`src/bcfg_pkg.sv`:
```
// constants, types and field layout of the boot configuration decoder
package bcfg_pkg;

  // ----------------------------------------------------------------
  // register indices and byte addresses
  // ----------------------------------------------------------------
  localparam int ADDR_W = 26;
  localparam logic [23:0] IDX_CFG_BASE = 24'h30_0000;
  localparam logic [23:0] IDX_OSC_CFG = 24'h30_0001;
  localparam logic [23:0] IDX_RST_CFG = 24'h30_0002;
  localparam logic [23:0] IDX_CTRL = 24'h30_0010;
  localparam logic [23:0] IDX_STAT = 24'h30_0011;
  localparam logic [1:0] WORD_LSBS = 2'h0;
  localparam logic [ADDR_W-1:0] ADDR_OSC_CFG = {IDX_OSC_CFG, WORD_LSBS};
  localparam logic [ADDR_W-1:0] ADDR_RST_CFG = {IDX_RST_CFG, WORD_LSBS};
  localparam logic [ADDR_W-1:0] ADDR_CTRL = {IDX_CTRL, WORD_LSBS};
  localparam logic [ADDR_W-1:0] ADDR_STAT = {IDX_STAT, WORD_LSBS};

  // ----------------------------------------------------------------
  // field layout
  // ----------------------------------------------------------------
  localparam int OSC_SWITCHOVER_BIT = 7;
  localparam int OSC_FAILSAFE_BIT = 6;
  localparam int OSC_SEL_MSB = 3;
  localparam int OSC_SEL_LSB = 0;
  localparam int RST_BOR_THR_MSB = 4;
  localparam int RST_BOR_THR_LSB = 3;
  localparam int RST_BOR_MODE_MSB = 2;
  localparam int RST_BOR_MODE_LSB = 1;
  localparam int RST_POWERUP_DELAY_TIMER_N_BIT = 0;
  localparam int CTRL_SW_BOR_BIT = 0;
  localparam int STAT_LOADED_BIT = 0;
  localparam int STAT_BOR_ACTIVE_BIT = 1;
  localparam int STAT_POWERUP_DELAY_TIMER_RUN_BIT = 2;
  localparam int STAT_SLEEP_BIT = 3;

  // ----------------------------------------------------------------
  // masks and reset values
  // ----------------------------------------------------------------
  localparam logic [7:0] OSC_IMPL_MASK = 8'hCF;
  localparam logic [7:0] RST_IMPL_MASK = 8'h1F;
  localparam logic [7:0] OSC_UNPROG = 8'h07;
  localparam logic [7:0] RST_UNPROG = 8'h1F;
  localparam logic [7:0] BYTE_ZERO = 8'h00;
  localparam logic [31:0] WORD_ZERO = 32'h0000_0000;
  localparam logic CTRL_SW_BOR_RESET = 1'b0;
  localparam logic [2:0] SYNC_FILL_CYCLES = 3'h3;
  localparam logic [2:0] FILL_ZERO = 3'h0;
  localparam logic [2:0] FILL_STEP = 3'h1;

  // ----------------------------------------------------------------
  // types
  // ----------------------------------------------------------------
  typedef enum logic [1:0] {
    BCFG_BOR_OFF = 2'b00,
    BCFG_BOR_SOFTWARE = 2'b01,
    BCFG_BOR_HW_AWAKE = 2'b10,
    BCFG_BOR_HW_ALWAYS = 2'b11
  } bcfg_bor_mode_type;

  typedef enum logic [1:0] {
    BCFG_LD_FILL = 2'b00,
    BCFG_LD_WAIT = 2'b01,
    BCFG_LD_DONE = 2'b10
  } bcfg_load_state_type;

endpackage : bcfg_pkg

```
`src/bcfg_sync3.sv`:
```
// three-stage input synchroniser that accepts a change once stages two and three agree
`timescale 1ns/1ps
module bcfg_sync3 #(
  parameter int W = 8
) (
  // clock and reset
  input wire logic mclk,
  input wire logic rst,
  // asynchronous input
  input wire logic [W-1:0] async_in,
  // synchronised output
  output logic [W-1:0] sync_out,
  output logic settled
);

  logic [W-1:0] agree;

  // ----------------------------------------------------------------
  // per-bit stages
  // ----------------------------------------------------------------
  for (genvar i = 0; i < W; i++) begin : g_bit
    logic s1_q, s2_q, s3_q, out_q, out_d;
    always_comb begin
      out_d = (s2_q == s3_q) ? s3_q : out_q;
    end
    always_ff @(posedge mclk) begin
      if (rst) begin
        s1_q <= 1'b0;
        s2_q <= 1'b0;
        s3_q <= 1'b0;
        out_q <= 1'b0;
      end else begin
        s1_q <= async_in[i];
        s2_q <= s1_q;
        s3_q <= s2_q;
        out_q <= out_d;
      end
    end
    assign sync_out[i] = out_q;
    assign agree[i] = (s2_q == s3_q);
  end

  // ----------------------------------------------------------------
  // settled flag
  // ----------------------------------------------------------------
  logic settled_q, settled_d;
  always_comb begin
    settled_d = &agree;
  end
  always_ff @(posedge mclk) begin
    if (rst) begin
      settled_q <= 1'b0;
    end else begin
      settled_q <= settled_d;
    end
  end
  assign settled = settled_q;

endmodule : bcfg_sync3

```
`src/bcfg_top.sv`:
```
// boot configuration decoder: latches two stored bytes and drives clock and reset controls
//
// Added by the designer: the APB interface to the registers.
`timescale 1ns/1ps
module bcfg_top
  import bcfg_pkg::*;
(
  // clock and reset
  input wire logic mclk,
  input wire logic rst,
  // apb slave
  input wire logic psel,
  input wire logic penable,
  input wire logic pwrite,
  input wire logic [ADDR_W-1:0] paddr,
  input wire logic [31:0] pwdata,
  input wire logic [3:0] pstrb,
  output logic [31:0] prdata,
  output logic pready,
  output logic pslverr,
  // nonvolatile storage cells
  input wire logic [7:0] nv_osc_byte,
  input wire logic [7:0] nv_rst_byte,
  input wire logic nv_blank,
  // device power state
  input wire logic sleep_active,
  // decoded clock controls
  output logic clock_switchover_enable,
  output logic failsafe_monitor_enable,
  output logic [3:0] oscillator_select,
  // decoded reset controls
  output logic [1:0] brownout_threshold_select,
  output logic brownout_reset_active,
  output logic powerup_delay_run,
  output logic config_loaded
);

  // ----------------------------------------------------------------
  // storage input synchroniser
  // ----------------------------------------------------------------
  logic [16:0] nv_raw;
  logic [16:0] nv_sync;
  logic nv_settled;

  assign nv_raw = {nv_blank, nv_rst_byte, nv_osc_byte};

  // storage pins come from another domain, so they are filtered first
  bcfg_sync3 #(
    .W(17)
  ) u_nv_sync (
    .mclk(mclk),
    .rst(rst),
    .async_in(nv_raw),
    .sync_out(nv_sync),
    .settled(nv_settled)
  );

  logic [7:0] nv_osc_s;
  logic [7:0] nv_rst_s;
  logic nv_blank_s;

  assign nv_osc_s = nv_sync[7:0];
  assign nv_rst_s = nv_sync[15:8];
  assign nv_blank_s = nv_sync[16];

  // ----------------------------------------------------------------
  // loader state
  // ----------------------------------------------------------------
  bcfg_load_state_type ld_state_q, ld_state_d;
  logic [2:0] fill_cnt_q, fill_cnt_d;
  logic [7:0] osc_cfg_q, osc_cfg_d;
  logic [7:0] rst_cfg_q, rst_cfg_d;
  logic loaded_q, loaded_d;
  logic capture;

  // values are caught only after reset release, never under reset itself
  always_comb begin
    ld_state_d = ld_state_q;
    fill_cnt_d = fill_cnt_q;
    loaded_d = loaded_q;
    capture = 1'b0;
    unique case (ld_state_q)
      BCFG_LD_FILL: begin
        if (fill_cnt_q == SYNC_FILL_CYCLES) begin
          ld_state_d = BCFG_LD_WAIT;
        end else begin
          fill_cnt_d = fill_cnt_q + FILL_STEP;
        end
      end
      BCFG_LD_WAIT: begin
        if (nv_settled) begin
          ld_state_d = BCFG_LD_DONE;
          loaded_d = 1'b1;
          capture = 1'b1;
        end
      end
      BCFG_LD_DONE: begin
        // bytes stay frozen until the next reset
        ld_state_d = BCFG_LD_DONE;
      end
      default: begin
        ld_state_d = BCFG_LD_FILL;
        fill_cnt_d = FILL_ZERO;
      end
    endcase
  end

  always_ff @(posedge mclk) begin
    if (rst) begin
      ld_state_q <= BCFG_LD_FILL;
      fill_cnt_q <= FILL_ZERO;
      loaded_q <= 1'b0;
    end else begin
      ld_state_q <= ld_state_d;
      fill_cnt_q <= fill_cnt_d;
      loaded_q <= loaded_d;
    end
  end

  // ----------------------------------------------------------------
  // captured bytes
  // ----------------------------------------------------------------
  // a blank part takes the unprogrammed pattern, not the floating cells
  always_comb begin
    osc_cfg_d = osc_cfg_q;
    rst_cfg_d = rst_cfg_q;
    if (capture && nv_blank_s) begin
      osc_cfg_d = OSC_UNPROG;
      rst_cfg_d = RST_UNPROG;
    end else if (capture) begin
      osc_cfg_d = nv_osc_s & OSC_IMPL_MASK;
      rst_cfg_d = nv_rst_s & RST_IMPL_MASK;
    end
  end

  always_ff @(posedge mclk) begin
    if (rst) begin
      osc_cfg_q <= BYTE_ZERO;
      rst_cfg_q <= BYTE_ZERO;
    end else begin
      osc_cfg_q <= osc_cfg_d;
      rst_cfg_q <= rst_cfg_d;
    end
  end

  // ----------------------------------------------------------------
  // software control register
  // ----------------------------------------------------------------
  logic sw_bor_q, sw_bor_d;
  logic acc_done;
  logic wr_ctrl;

  assign acc_done = psel && penable && pready;
  assign wr_ctrl = acc_done && pwrite && (paddr == ADDR_CTRL) && pstrb[0];

  // a write lands only at the completing edge of the access phase
  always_comb begin
    sw_bor_d = sw_bor_q;
    if (wr_ctrl) begin
      sw_bor_d = pwdata[CTRL_SW_BOR_BIT];
    end
  end

  always_ff @(posedge mclk) begin
    if (rst) begin
      sw_bor_q <= CTRL_SW_BOR_RESET;
    end else begin
      sw_bor_q <= sw_bor_d;
    end
  end

  // ----------------------------------------------------------------
  // decoded clock controls
  // ----------------------------------------------------------------
  logic switch_q, switch_d;
  logic failsafe_q, failsafe_d;
  logic [3:0] osc_sel_q, osc_sel_d;

  // switchover and failsafe held off, select held at its reset value, until the bytes are loaded
  always_comb begin
    switch_d = 1'b0;
    failsafe_d = 1'b0;
    osc_sel_d = osc_sel_q;
    if (loaded_q) begin
      switch_d = osc_cfg_q[OSC_SWITCHOVER_BIT];
      failsafe_d = osc_cfg_q[OSC_FAILSAFE_BIT];
      osc_sel_d = osc_cfg_q[OSC_SEL_MSB:OSC_SEL_LSB];
    end
  end

  always_ff @(posedge mclk) begin
    if (rst) begin
      switch_q <= 1'b0;
      failsafe_q <= 1'b0;
      osc_sel_q <= OSC_UNPROG[OSC_SEL_MSB:OSC_SEL_LSB];
    end else begin
      switch_q <= switch_d;
      failsafe_q <= failsafe_d;
      osc_sel_q <= osc_sel_d;
    end
  end

  // ----------------------------------------------------------------
  // decoded trip level and power-up delay
  // ----------------------------------------------------------------
  logic [1:0] bor_thr_q, bor_thr_d;
  logic powerup_delay_timer_run_q, powerup_delay_timer_run_d;

  // power-up delay looks at its own bit only, never a brown-out field
  always_comb begin
    bor_thr_d = bor_thr_q;
    powerup_delay_timer_run_d = 1'b0;
    if (loaded_q) begin
      bor_thr_d = rst_cfg_q[RST_BOR_THR_MSB:RST_BOR_THR_LSB];
      powerup_delay_timer_run_d = ~rst_cfg_q[RST_POWERUP_DELAY_TIMER_N_BIT];
    end
  end

  always_ff @(posedge mclk) begin
    if (rst) begin
      bor_thr_q <= RST_UNPROG[RST_BOR_THR_MSB:RST_BOR_THR_LSB];
      powerup_delay_timer_run_q <= 1'b0;
    end else begin
      bor_thr_q <= bor_thr_d;
      powerup_delay_timer_run_q <= powerup_delay_timer_run_d;
    end
  end

  // ----------------------------------------------------------------
  // decoded brown-out enable
  // ----------------------------------------------------------------
  bcfg_bor_mode_type bor_mode;
  logic bor_act_q, bor_act_d;

  assign bor_mode = bcfg_bor_mode_type'(rst_cfg_q[RST_BOR_MODE_MSB:RST_BOR_MODE_LSB]);

  // sleep and software only count in the modes that name them
  always_comb begin
    bor_act_d = 1'b0;
    if (loaded_q) begin
      unique case (bor_mode)
        BCFG_BOR_HW_ALWAYS: begin
          bor_act_d = 1'b1;
        end
        BCFG_BOR_HW_AWAKE: begin
          bor_act_d = ~sleep_active;
        end
        BCFG_BOR_SOFTWARE: begin
          bor_act_d = sw_bor_q;
        end
        BCFG_BOR_OFF: begin
          bor_act_d = 1'b0;
        end
      endcase
    end
  end

  always_ff @(posedge mclk) begin
    if (rst) begin
      bor_act_q <= 1'b0;
    end else begin
      bor_act_q <= bor_act_d;
    end
  end

  assign clock_switchover_enable = switch_q;
  assign failsafe_monitor_enable = failsafe_q;
  assign oscillator_select = osc_sel_q;
  assign brownout_threshold_select = bor_thr_q;
  assign brownout_reset_active = bor_act_q;
  assign powerup_delay_run = powerup_delay_timer_run_q;
  assign config_loaded = loaded_q;

  // ----------------------------------------------------------------
  // read decode
  // ----------------------------------------------------------------
  logic [31:0] rd_data;
  logic rd_err;

  // configuration bytes are read-only at run time
  always_comb begin
    rd_data = WORD_ZERO;
    rd_err = 1'b0;
    unique case (paddr)
      ADDR_OSC_CFG: begin
        rd_data[7:0] = osc_cfg_q & OSC_IMPL_MASK;
        rd_err = pwrite;
      end
      ADDR_RST_CFG: begin
        rd_data[7:0] = rst_cfg_q & RST_IMPL_MASK;
        rd_err = pwrite;
      end
      ADDR_CTRL: begin
        rd_data[CTRL_SW_BOR_BIT] = sw_bor_q;
      end
      ADDR_STAT: begin
        rd_data[STAT_LOADED_BIT] = loaded_q;
        rd_data[STAT_BOR_ACTIVE_BIT] = bor_act_q;
        rd_data[STAT_POWERUP_DELAY_TIMER_RUN_BIT] = powerup_delay_timer_run_q;
        rd_data[STAT_SLEEP_BIT] = sleep_active;
        rd_err = pwrite;
      end
      default: begin
        rd_err = 1'b1;
      end
    endcase
  end

  // ----------------------------------------------------------------
  // apb answer
  // ----------------------------------------------------------------
  logic pready_q, pready_d;
  logic pslverr_q, pslverr_d;
  logic [31:0] prdata_q, prdata_d;

  // one wait state keeps prdata registered at the cost of a cycle
  always_comb begin
    pready_d = 1'b0;
    pslverr_d = 1'b0;
    prdata_d = WORD_ZERO;
    if (psel && penable && !pready_q) begin
      pready_d = 1'b1;
      pslverr_d = rd_err;
      if (!pwrite) begin
        prdata_d = rd_data;
      end
    end
  end

  always_ff @(posedge mclk) begin
    if (rst) begin
      pready_q <= 1'b0;
      pslverr_q <= 1'b0;
      prdata_q <= WORD_ZERO;
    end else begin
      pready_q <= pready_d;
      pslverr_q <= pslverr_d;
      prdata_q <= prdata_d;
    end
  end

  assign pready = pready_q;
  assign pslverr = pslverr_q;
  assign prdata = prdata_q;

endmodule : bcfg_top

```
`config.mk`:
```
export PLATFORM = sky130hd
export DESIGN_NAME = bcfg_top
export DESIGN_NICKNAME = d
export VERILOG_FILES = /design/src/bcfg_pkg.sv /design/src/bcfg_sync3.sv /design/src/bcfg_top.sv
export SDC_FILE = /design/constraint.sdc
export NUM_CORES = 1
export LEC_CHECK = 0
export BUFFER_PORTS_ARGS = -buffer_cell sky130_fd_sc_hd__buf_2
export CAP_MARGIN = 20
export CORE_AREA = 2 2 101 103
export DETAILED_ROUTE_END_ITERATION = 10
export DIE_AREA = 0 0 103 105
export PLACE_DENSITY_LB_ADDON = 0.08
export SLEW_MARGIN = 15
export SYNTH_ARGS = -nofsm -noshare
export SYNTH_HDL_FRONTEND = slang
export SYNTH_SLANG_ARGS = --single-unit
export TNS_END_PERCENT = 10
```
`constraint.sdc`:
```
create_clock -name mclk -period 2.2 [get_ports mclk]
set_input_delay 0.44 -clock mclk [delete_from_list [all_inputs] [get_ports mclk]]
set_output_delay 0.44 -clock mclk [all_outputs]
set_load 0.02 [all_outputs]
```
==> results.md, run 1 <==
* Status: finished, final reports clean
* Antenna Violating Nets Remaining at 0
* Max_cap viols at 0
* Worst path cell trace: buf_2 > or4_4 > or4_4 > nor4_4 > mux2i_1
* Syn_area_per_cell at approximately 9.7 um2
* Reg clk slew, reported paths at approximately 0.10 ns
* DRT Wirelength at between 6000 and 7000 um
* Final Hold Vio Count at 0
* Post-synth ARST share at 0
* Sequential element share of the synthesized area at 0.536
* Fin nets at 547
* LEAKAGE at between 1.5 and 2 nW
* Tmin final at roughly 1.8 ns
* Setup CP Type: in2reg
* Clk_lat worst skew at 0.35 ns
* Via Count at roughly 2,600
* Vias in the first global route at 2,360
* # resized after CTS at 0
* Clk sinks at just over 100
* EDFF count, synth at 0
* Post-DP HPWL at between 4000 and 5000 um
* Total GRT Usage at 0.127
* PwrDens at slightly above 800 mW/mm2
* Crit path max fanout at 3
* Total Power at around 3.6 mW
* Critical Path Sink Type: flop
* Arrival @ worst endpoint at 2.11 ns
* Num rows at 36
* Clk buf depth at 2
* Height of the die at between 100 and 150 um
* Mapped Cells at roughly 400
* # port buffers at 70
* Synth warn at 0
* DR pass1 iterations at 4
* Most frequent cells in the layout: dfxtp_1 (101), buf_2 (70), nor2b_1 (56)
* Max frequency at between 500 and 600 MHz
* DRT iter0 DRCs at between 50 and 60
* GPL Wtd Cong at 0.793
* Synth-to-layout area growth at 17.0%
* Post-Route Hold Slack at between 0.2 and 0.3 ns
* TritonCTS Buffers at 9
* Post-synthesis cell type count at 40
* Clk_skew at 0.00461 ns
* Sum Neg Setup Slack at 0 ns
* Final setup violating endpoints at 0
* Post-CTS setup buffer count at 0
* Post-CTS Hold Buffers at 0
* Main synth FF type: dfxtp_1
* Peak VDD IR at 0.352 mV
* Most common cell after layout, fill and taps aside: dfxtp_1
* Vias per inst at around 4.4
* Core area at just under 0.01 mm2
* CP most frequent cell: or4_4
* Initial antenna violation count at 0
* IO Count at 130
* Starting Density at 0.391
* Crit path largest cell delay at roughly 0.55 ns
* Largest net degree at the start of global routing at slightly above 40
* Unrepaired setup endpoints after global routing: false
* Fin crit share at 0.828
* Final Instance Area at 0.00441 mm2
* WP data required at around 2.5 ns
* Slowest CP cell: or4_4
* PnR worst setup slack at around 0.38 ns
* Wirelength per Cell at ~11 um
* Overflow after GRT at 0
* First-pass GRT wire length at approximately 11,000 um
* Fraction of layout cells with a size suffix above 1 at 0.205
* CTS tree: done
* Die area at about 0.011 mm2
* Syn Std Cell Area at around 0.0038 mm2
* Die width at approximately 100 um
* Setup crit start kind: input pin
* Worst min path class: in2reg
* DP Area at around 0.0042 mm2
* Slew Limit Fails at 0
* Synth Register Bits at 101
* Pre-CTS setup slack at between 0.01 and 0.015 ns
* H-tree levels at 3
* # DRC at 0
* Fill cell count at 981
* Clock Tree Root: clkbuf_8
* Antenna cell count at 0
[cell type report]
cell class	count	area, um2	share of cell area
tap	133	166	0.0377
timing repair buffer	74	380	0.0863
sequential	101	2020	0.459
clock inverter	7	123	0.0278
inverter	7	26.3	0.00596
multi-input combinational	265	1570	0.356
clock buffer	9	124	0.0281
[cells by family after synthesis]
group                      after synthesis  share of synthesized area
xor gates and xnor gates                17                     0.0395
other                                    1                   0.000995
DFF                                    101                      0.536
muxes                                    7                     0.0189
buffers and inverters                   47                     0.0717
AOI/OAI and AO/OA                       51                     0.0797
and+or+nand+nor                        161                      0.240
adders and majority gates                4                     0.0133
[routing by layer]
metal  share of wire  vias to the layer above  GRT usage
met5               0                        -          0
met4          0.0054                        0     0.0423
met3           0.068                        4     0.0381
met2            0.43                       69      0.196
met1            0.49                     1146      0.168
li1                -                     1389          -
[worst paths after layout]
path	start	to	slack [ns]	cells past startpoint
max	paddr[0]	sw_bor_q	0.38	5
max reg2reg	u_nv_sync.g_bit[0].s2_q	u_nv_sync.settled	0.83	4
min	nv_osc_byte[3]	u_nv_sync.g_bit[3].s1_q	0.29	2
min reg2reg	u_nv_sync.g_bit[15].s1_q	u_nv_sync.g_bit[15].s2_q	0.44	1
[stage by stage]
| stage | std cells | utilization |
|---|---|---|
| after floorplan | 413 | - |
| after global placement | 580 | 0.432 |
| after detailed placement | 580 | 0.432 |
| after CTS | 596 | 0.457 |
| after global routing | 596 | 0.457 |
| final | 596 | 0.457 |
[worst max-delay path: cells and delay by family]
family                 cells  cell delay (ns)
AND/OR/NAND/NOR            3             1.37
buffers and inverters      1             0.10
multiplexers               1             0.19
[where the power goes]
group,total [mW],switching [mW],internal [mW]
logic,0.331,0.184,0.147
clock network,1.39,0.627,0.761
registers,1.93,0.0386,1.89
[flip-flops by register name, summed over array words and instances, names as in the netlist, 2 cells and up]
name,cells
rst_cfg_q,5
ld_state_q,2
u_nv_sync.g_bit.out_q,12
fill_cnt_q,3
u_nv_sync.g_bit.s1_q,17
prdata,7
oscillator_select,4
u_nv_sync.g_bit.s2_q,17
brownout_threshold_select,2
osc_cfg_q,6
u_nv_sync.g_bit.s3_q,17
[synth_stat cells (7+ instances only)]
master | n | area [um2]
dfxtp_1 | 101 | 2020
o21ai_0 | 13 | 65.1
nand2_1 | 19 | 71.3
nor3_1 | 18 | 90.1
nor2b_1 | 56 | 350
clkbuf_1 | 11 | 41.3
inv_1 | 7 | 26.3
a21oi_1 | 23 | 115
nand2b_1 | 7 | 43.8
nor4_1 | 10 | 62.6
nor2_1 | 29 | 109
xor2_1 | 13 | 114
buf_4 | 25 | 188
(Power assumes the default switching activity.)
==> run 2, diff against run 1 <==
--- a/config.mk
+++ b/config.mk
@@ -5,11 +5,12 @@
 export SDC_FILE = /design/constraint.sdc
 export NUM_CORES = 1
 export LEC_CHECK = 0
+export ABC_AREA = 1
 export BUFFER_PORTS_ARGS = -buffer_cell sky130_fd_sc_hd__buf_2
 export CAP_MARGIN = 20
-export CORE_AREA = 2 2 101 103
+export CORE_AREA = 2 2 102 104
 export DETAILED_ROUTE_END_ITERATION = 10
-export DIE_AREA = 0 0 103 105
+export DIE_AREA = 0 0 104 106
 export PLACE_DENSITY_LB_ADDON = 0.08
 export SLEW_MARGIN = 15
 export SYNTH_ARGS = -nofsm -noshare
==> constraint.sdc (replaced) <==
create_clock -name mclk -period 1.7 [get_ports mclk]
set_input_delay 0.34 -clock mclk [delete_from_list [all_inputs] [get_ports mclk]]
set_output_delay 0.34 -clock mclk [all_outputs]
set_load 0.02 [all_outputs]
==> run 2 against run 1 <==
Compared with the run above: first-iteration DRC count rose by 100%; setup slack worse by 0.093 ns; core utilization down 0.71 points; via count is 11% higher; sequential share of layout area is 0.96 points lower; die area is 1.9% higher; register-to-register slack got worse by 0.55 ns; cell count up 15%; synthesized cell count grew 22%.
==> results.md, run 2 <==
* Status: finished, final reports clean
* Synth top area share at 0.520
* Setup crit start kind: flop
* Core area at 0.0100 mm2
* Initial antenna violation count at 0
* Min-delay src: nv_osc_byte[2]
* DR pass1 iterations at 4
* Die area at 0.0110 mm2
* Unrepaired setup endpoints after global routing: false
* Synth top area cells: dfxtp_1 (52%), nor2_1 (9.2%), inv_1 (7.0%)
* Wirelength per Cell at around 10 um
* Peak VDD IR at between 0.4 and 0.5 mV
* Vias in the first global route at 2,623
* Reg2Reg Setup Slack at between 0.2 and 0.3 ns
* Clock Tree Root: clkbuf_8
* Height of the die at 106 um
* Antenna Violating Nets Remaining at 0
* Crit path largest cell delay at 0.33 ns
* CTS tree: done
* Total GRT Usage at 0.130
* Final setup violating endpoints at 0
* Synth area leader: dfxtp_1
* Sequential element share of the synthesized area at 0.520
* Synth warn at 0
* Worst path buffer plus inverter count at 1
* Post-synth ARST share at 0
* End of the worst hold path: u_nv_sync.g_bit[2].s1_q
* Die width at approximately 100 um
* Starting Density at 0.389
* Antenna cell count at 0
* Arrival @ worst endpoint at 1.71 ns
* Hold path cells at 3
* Main synth FF type: dfxtp_1
* Vias per inst at between 4 and 5
* WP data required at ~2.0 ns
* Post-CTS setup buffer count at 0
* RR Endpoint: ld_state_q[0]
* Post-synthesis cell type count at 36
* Crit path max fanout at 4
* Setup CP Type: reg2reg
* Fin nets at 636
* Via Count at just under 3,000
* Slew Limit Fails at 0
* DRT iter0 DRCs at 110
* Kind of cell adding the most delay to the critical path: adder cells
* IO Count at 130
* Fin crit share at 0.832
* Critical R2R Launch: fill_cnt_q[0]
* Largest net degree at the start of global routing at 40
* Syn_area_per_cell at about 8.2 um2
* Post-CTS Hold Buffers at 0
* Overflow after GRT at 0
* GPL Wtd Cong at between 0.7 and 0.8
* Mapped Cells at between 400 and 500
* Critical Path Sink Type: flop
* Tmin final at 1.42 ns
* Clk buf depth at 2
* Slowest CP cell: dfxtp_1
* Worst min path class: in2reg
* Clk_skew at approximately 0.014 ns
* Reg clk slew, reported paths at roughly 0.10 ns
* Most frequent cells in the layout: dfxtp_1 (101), nor2_1 (95), inv_1 (73)
* Sum Neg Setup Slack at 0 ns
* Fraction of layout cells with a size suffix above 1 at 0.199
* Clk sinks at between 100 and 150
* First-pass GRT wire length at between 10,000 and 15,000 um
* EDFF count, synth at 0
* Synth-to-layout area growth at 15.8%
* Top flop regs: u_nv_sync.g_bit.s1_q x17, u_nv_sync.g_bit.s2_q x17, u_nv_sync.g_bit.s3_q x17
* Clk_lat worst skew at ~0.36 ns
* TritonCTS Buffers at 9
* Post-DP HPWL at 5060 um
* # port buffers at 70
* Finished Core Util at 0.450
* DRT Wirelength at about 6800 um
* Max_cap viols at 0
* # DRC at 0
* Max frequency at approximately 700 MHz
* PwrDens at 1030 mW/mm2
* Final Hold Vio Count at 0
* Commonest cells in the netlist: dfxtp_1 (101), nor2_1 (95), inv_1 (73)
* H-tree levels at 3
* Most common cell after layout, fill and taps aside: dfxtp_1
* Syn Std Cell Area at approximately 0.0039 mm2
* Num rows at 37
* # resized after CTS at 0
* Worst-case reg-to-reg path depth at 8
* Count leader, synth: dfxtp_1
* Fill cell count at around 1,000
* LEAKAGE at 2.06 nW
* Worst path cell trace: ha_1 > ha_1 > nor2_1 > inv_1 > o21ai_0 > nand2_1 > o21a_1 > nor2_1
* Synth Register Bits at about 100
## run 2: changes by cell type after synthesis, moves of 7 or more
| cell | before | now |
|---|---|---|
| inv_1 | 7 | 73 |
| nand4_1 | 2 | 9 |
| xor2_1 | 13 | 4 |
| nor4_1 | 10 | 0 |
| nor3_1 | 18 | 11 |
| nor2_1 | 29 | 95 |
| a21oi_1 | 23 | 16 |
| clkbuf_1 | 11 | 4 |
| nor2b_1 | 56 | 0 |
| nand2_1 | 19 | 46 |
| nand3_1 | 4 | 13 |
| nand2b_1 | 7 | 0 |
## run 2: layout make-up
class / count / area [um2] / share of cell area
Clock buffer: 10 / 138 / 0.0306
Clock inverter: 6 / 67.6 / 0.0150
Inverter: 76 / 285 / 0.0634
Multi-Input combinational cell: 285 / 1440 / 0.320
Sequential cell: 101 / 2020 / 0.449
Tap cell: 136 / 170 / 0.0378
Timing Repair Buffer: 74 / 380 / 0.0845
## run 2: power breakdown
group / switching (mW) / total (mW) / leakage (nW) / internal, mW
Clock: 0.818 / 1.55 / 0.0993 / 0.728
Combinational: 0.367 / 0.589 / 1.14 / 0.222
Sequential: 0.0518 / 2.52 / 0.824 / 2.47
## run 2: how the worst max path moves through the flow
stage | startpoint | to | cells after the start
2_1_floorplan | fill_cnt_q[0] | ld_state_q[0] | 8
3_3_place_gp | paddr[19] | prdata[1] | 8
3_5_place_dp | paddr[21] | prdata[0] | 8
4_1_cts | fill_cnt_q[0] | ld_state_q[0] | 8
5_1_grt | fill_cnt_q[0] | ld_state_q[0] | 8
6_report | fill_cnt_q[0] | ld_state_q[0] | 8
## run 2: routing by layer
metal,GRT usage,part of all wire,vias up
met3,0.0405,0.065,5
met2,0.218,0.43,86
met4,0.0521,0.0091,0
met5,0,0,-
met1,0.156,0.49,1224
li1,-,-,1572
## run 2: through the flow
stage | area, um2 | setup slack (ns) | hold WS, ns | power (mW) | std cells
after floorplan | 3980 | 0.411 | 0.388 | 3.06 | 498
after global placement | 4300 | 0.262 | 0.390 | 3.16 | 672
after detailed placement | 4300 | 0.214 | 0.393 | 3.17 | 672
after CTS | 4500 | 0.275 | 0.149 | 4.74 | 688
after global routing | 4500 | 0.122 | 0.149 | 4.92 | 688
final | 4500 | 0.285 | 0.172 | 4.66 | 688
## run 2: worst reg2reg max path, cell delays in order, from the launching register on
cell and delay (ns):
dfxtp_1 0.33, ha_1 0.20, ha_1 0.19, nor2_1 0.13, inv_1 0.07, o21ai_0 0.15
nand2_1 0.09, o21a_1 0.11, nor2_1 0.08
## run 2: logic make-up (layout without fill, tap and decap cells)
kind of cell,after synthesis,in the layout,synth area share
xor gates and xnor gates,12,12,0.0270
other,1,25,0.000964
adders and majority gates,4,4,0.0129
DFF,101,101,0.520
buffers and inverters,112,166,0.133
and+or+nand+nor,191,191,0.228
AOI/OAI and AO/OA,53,53,0.0785
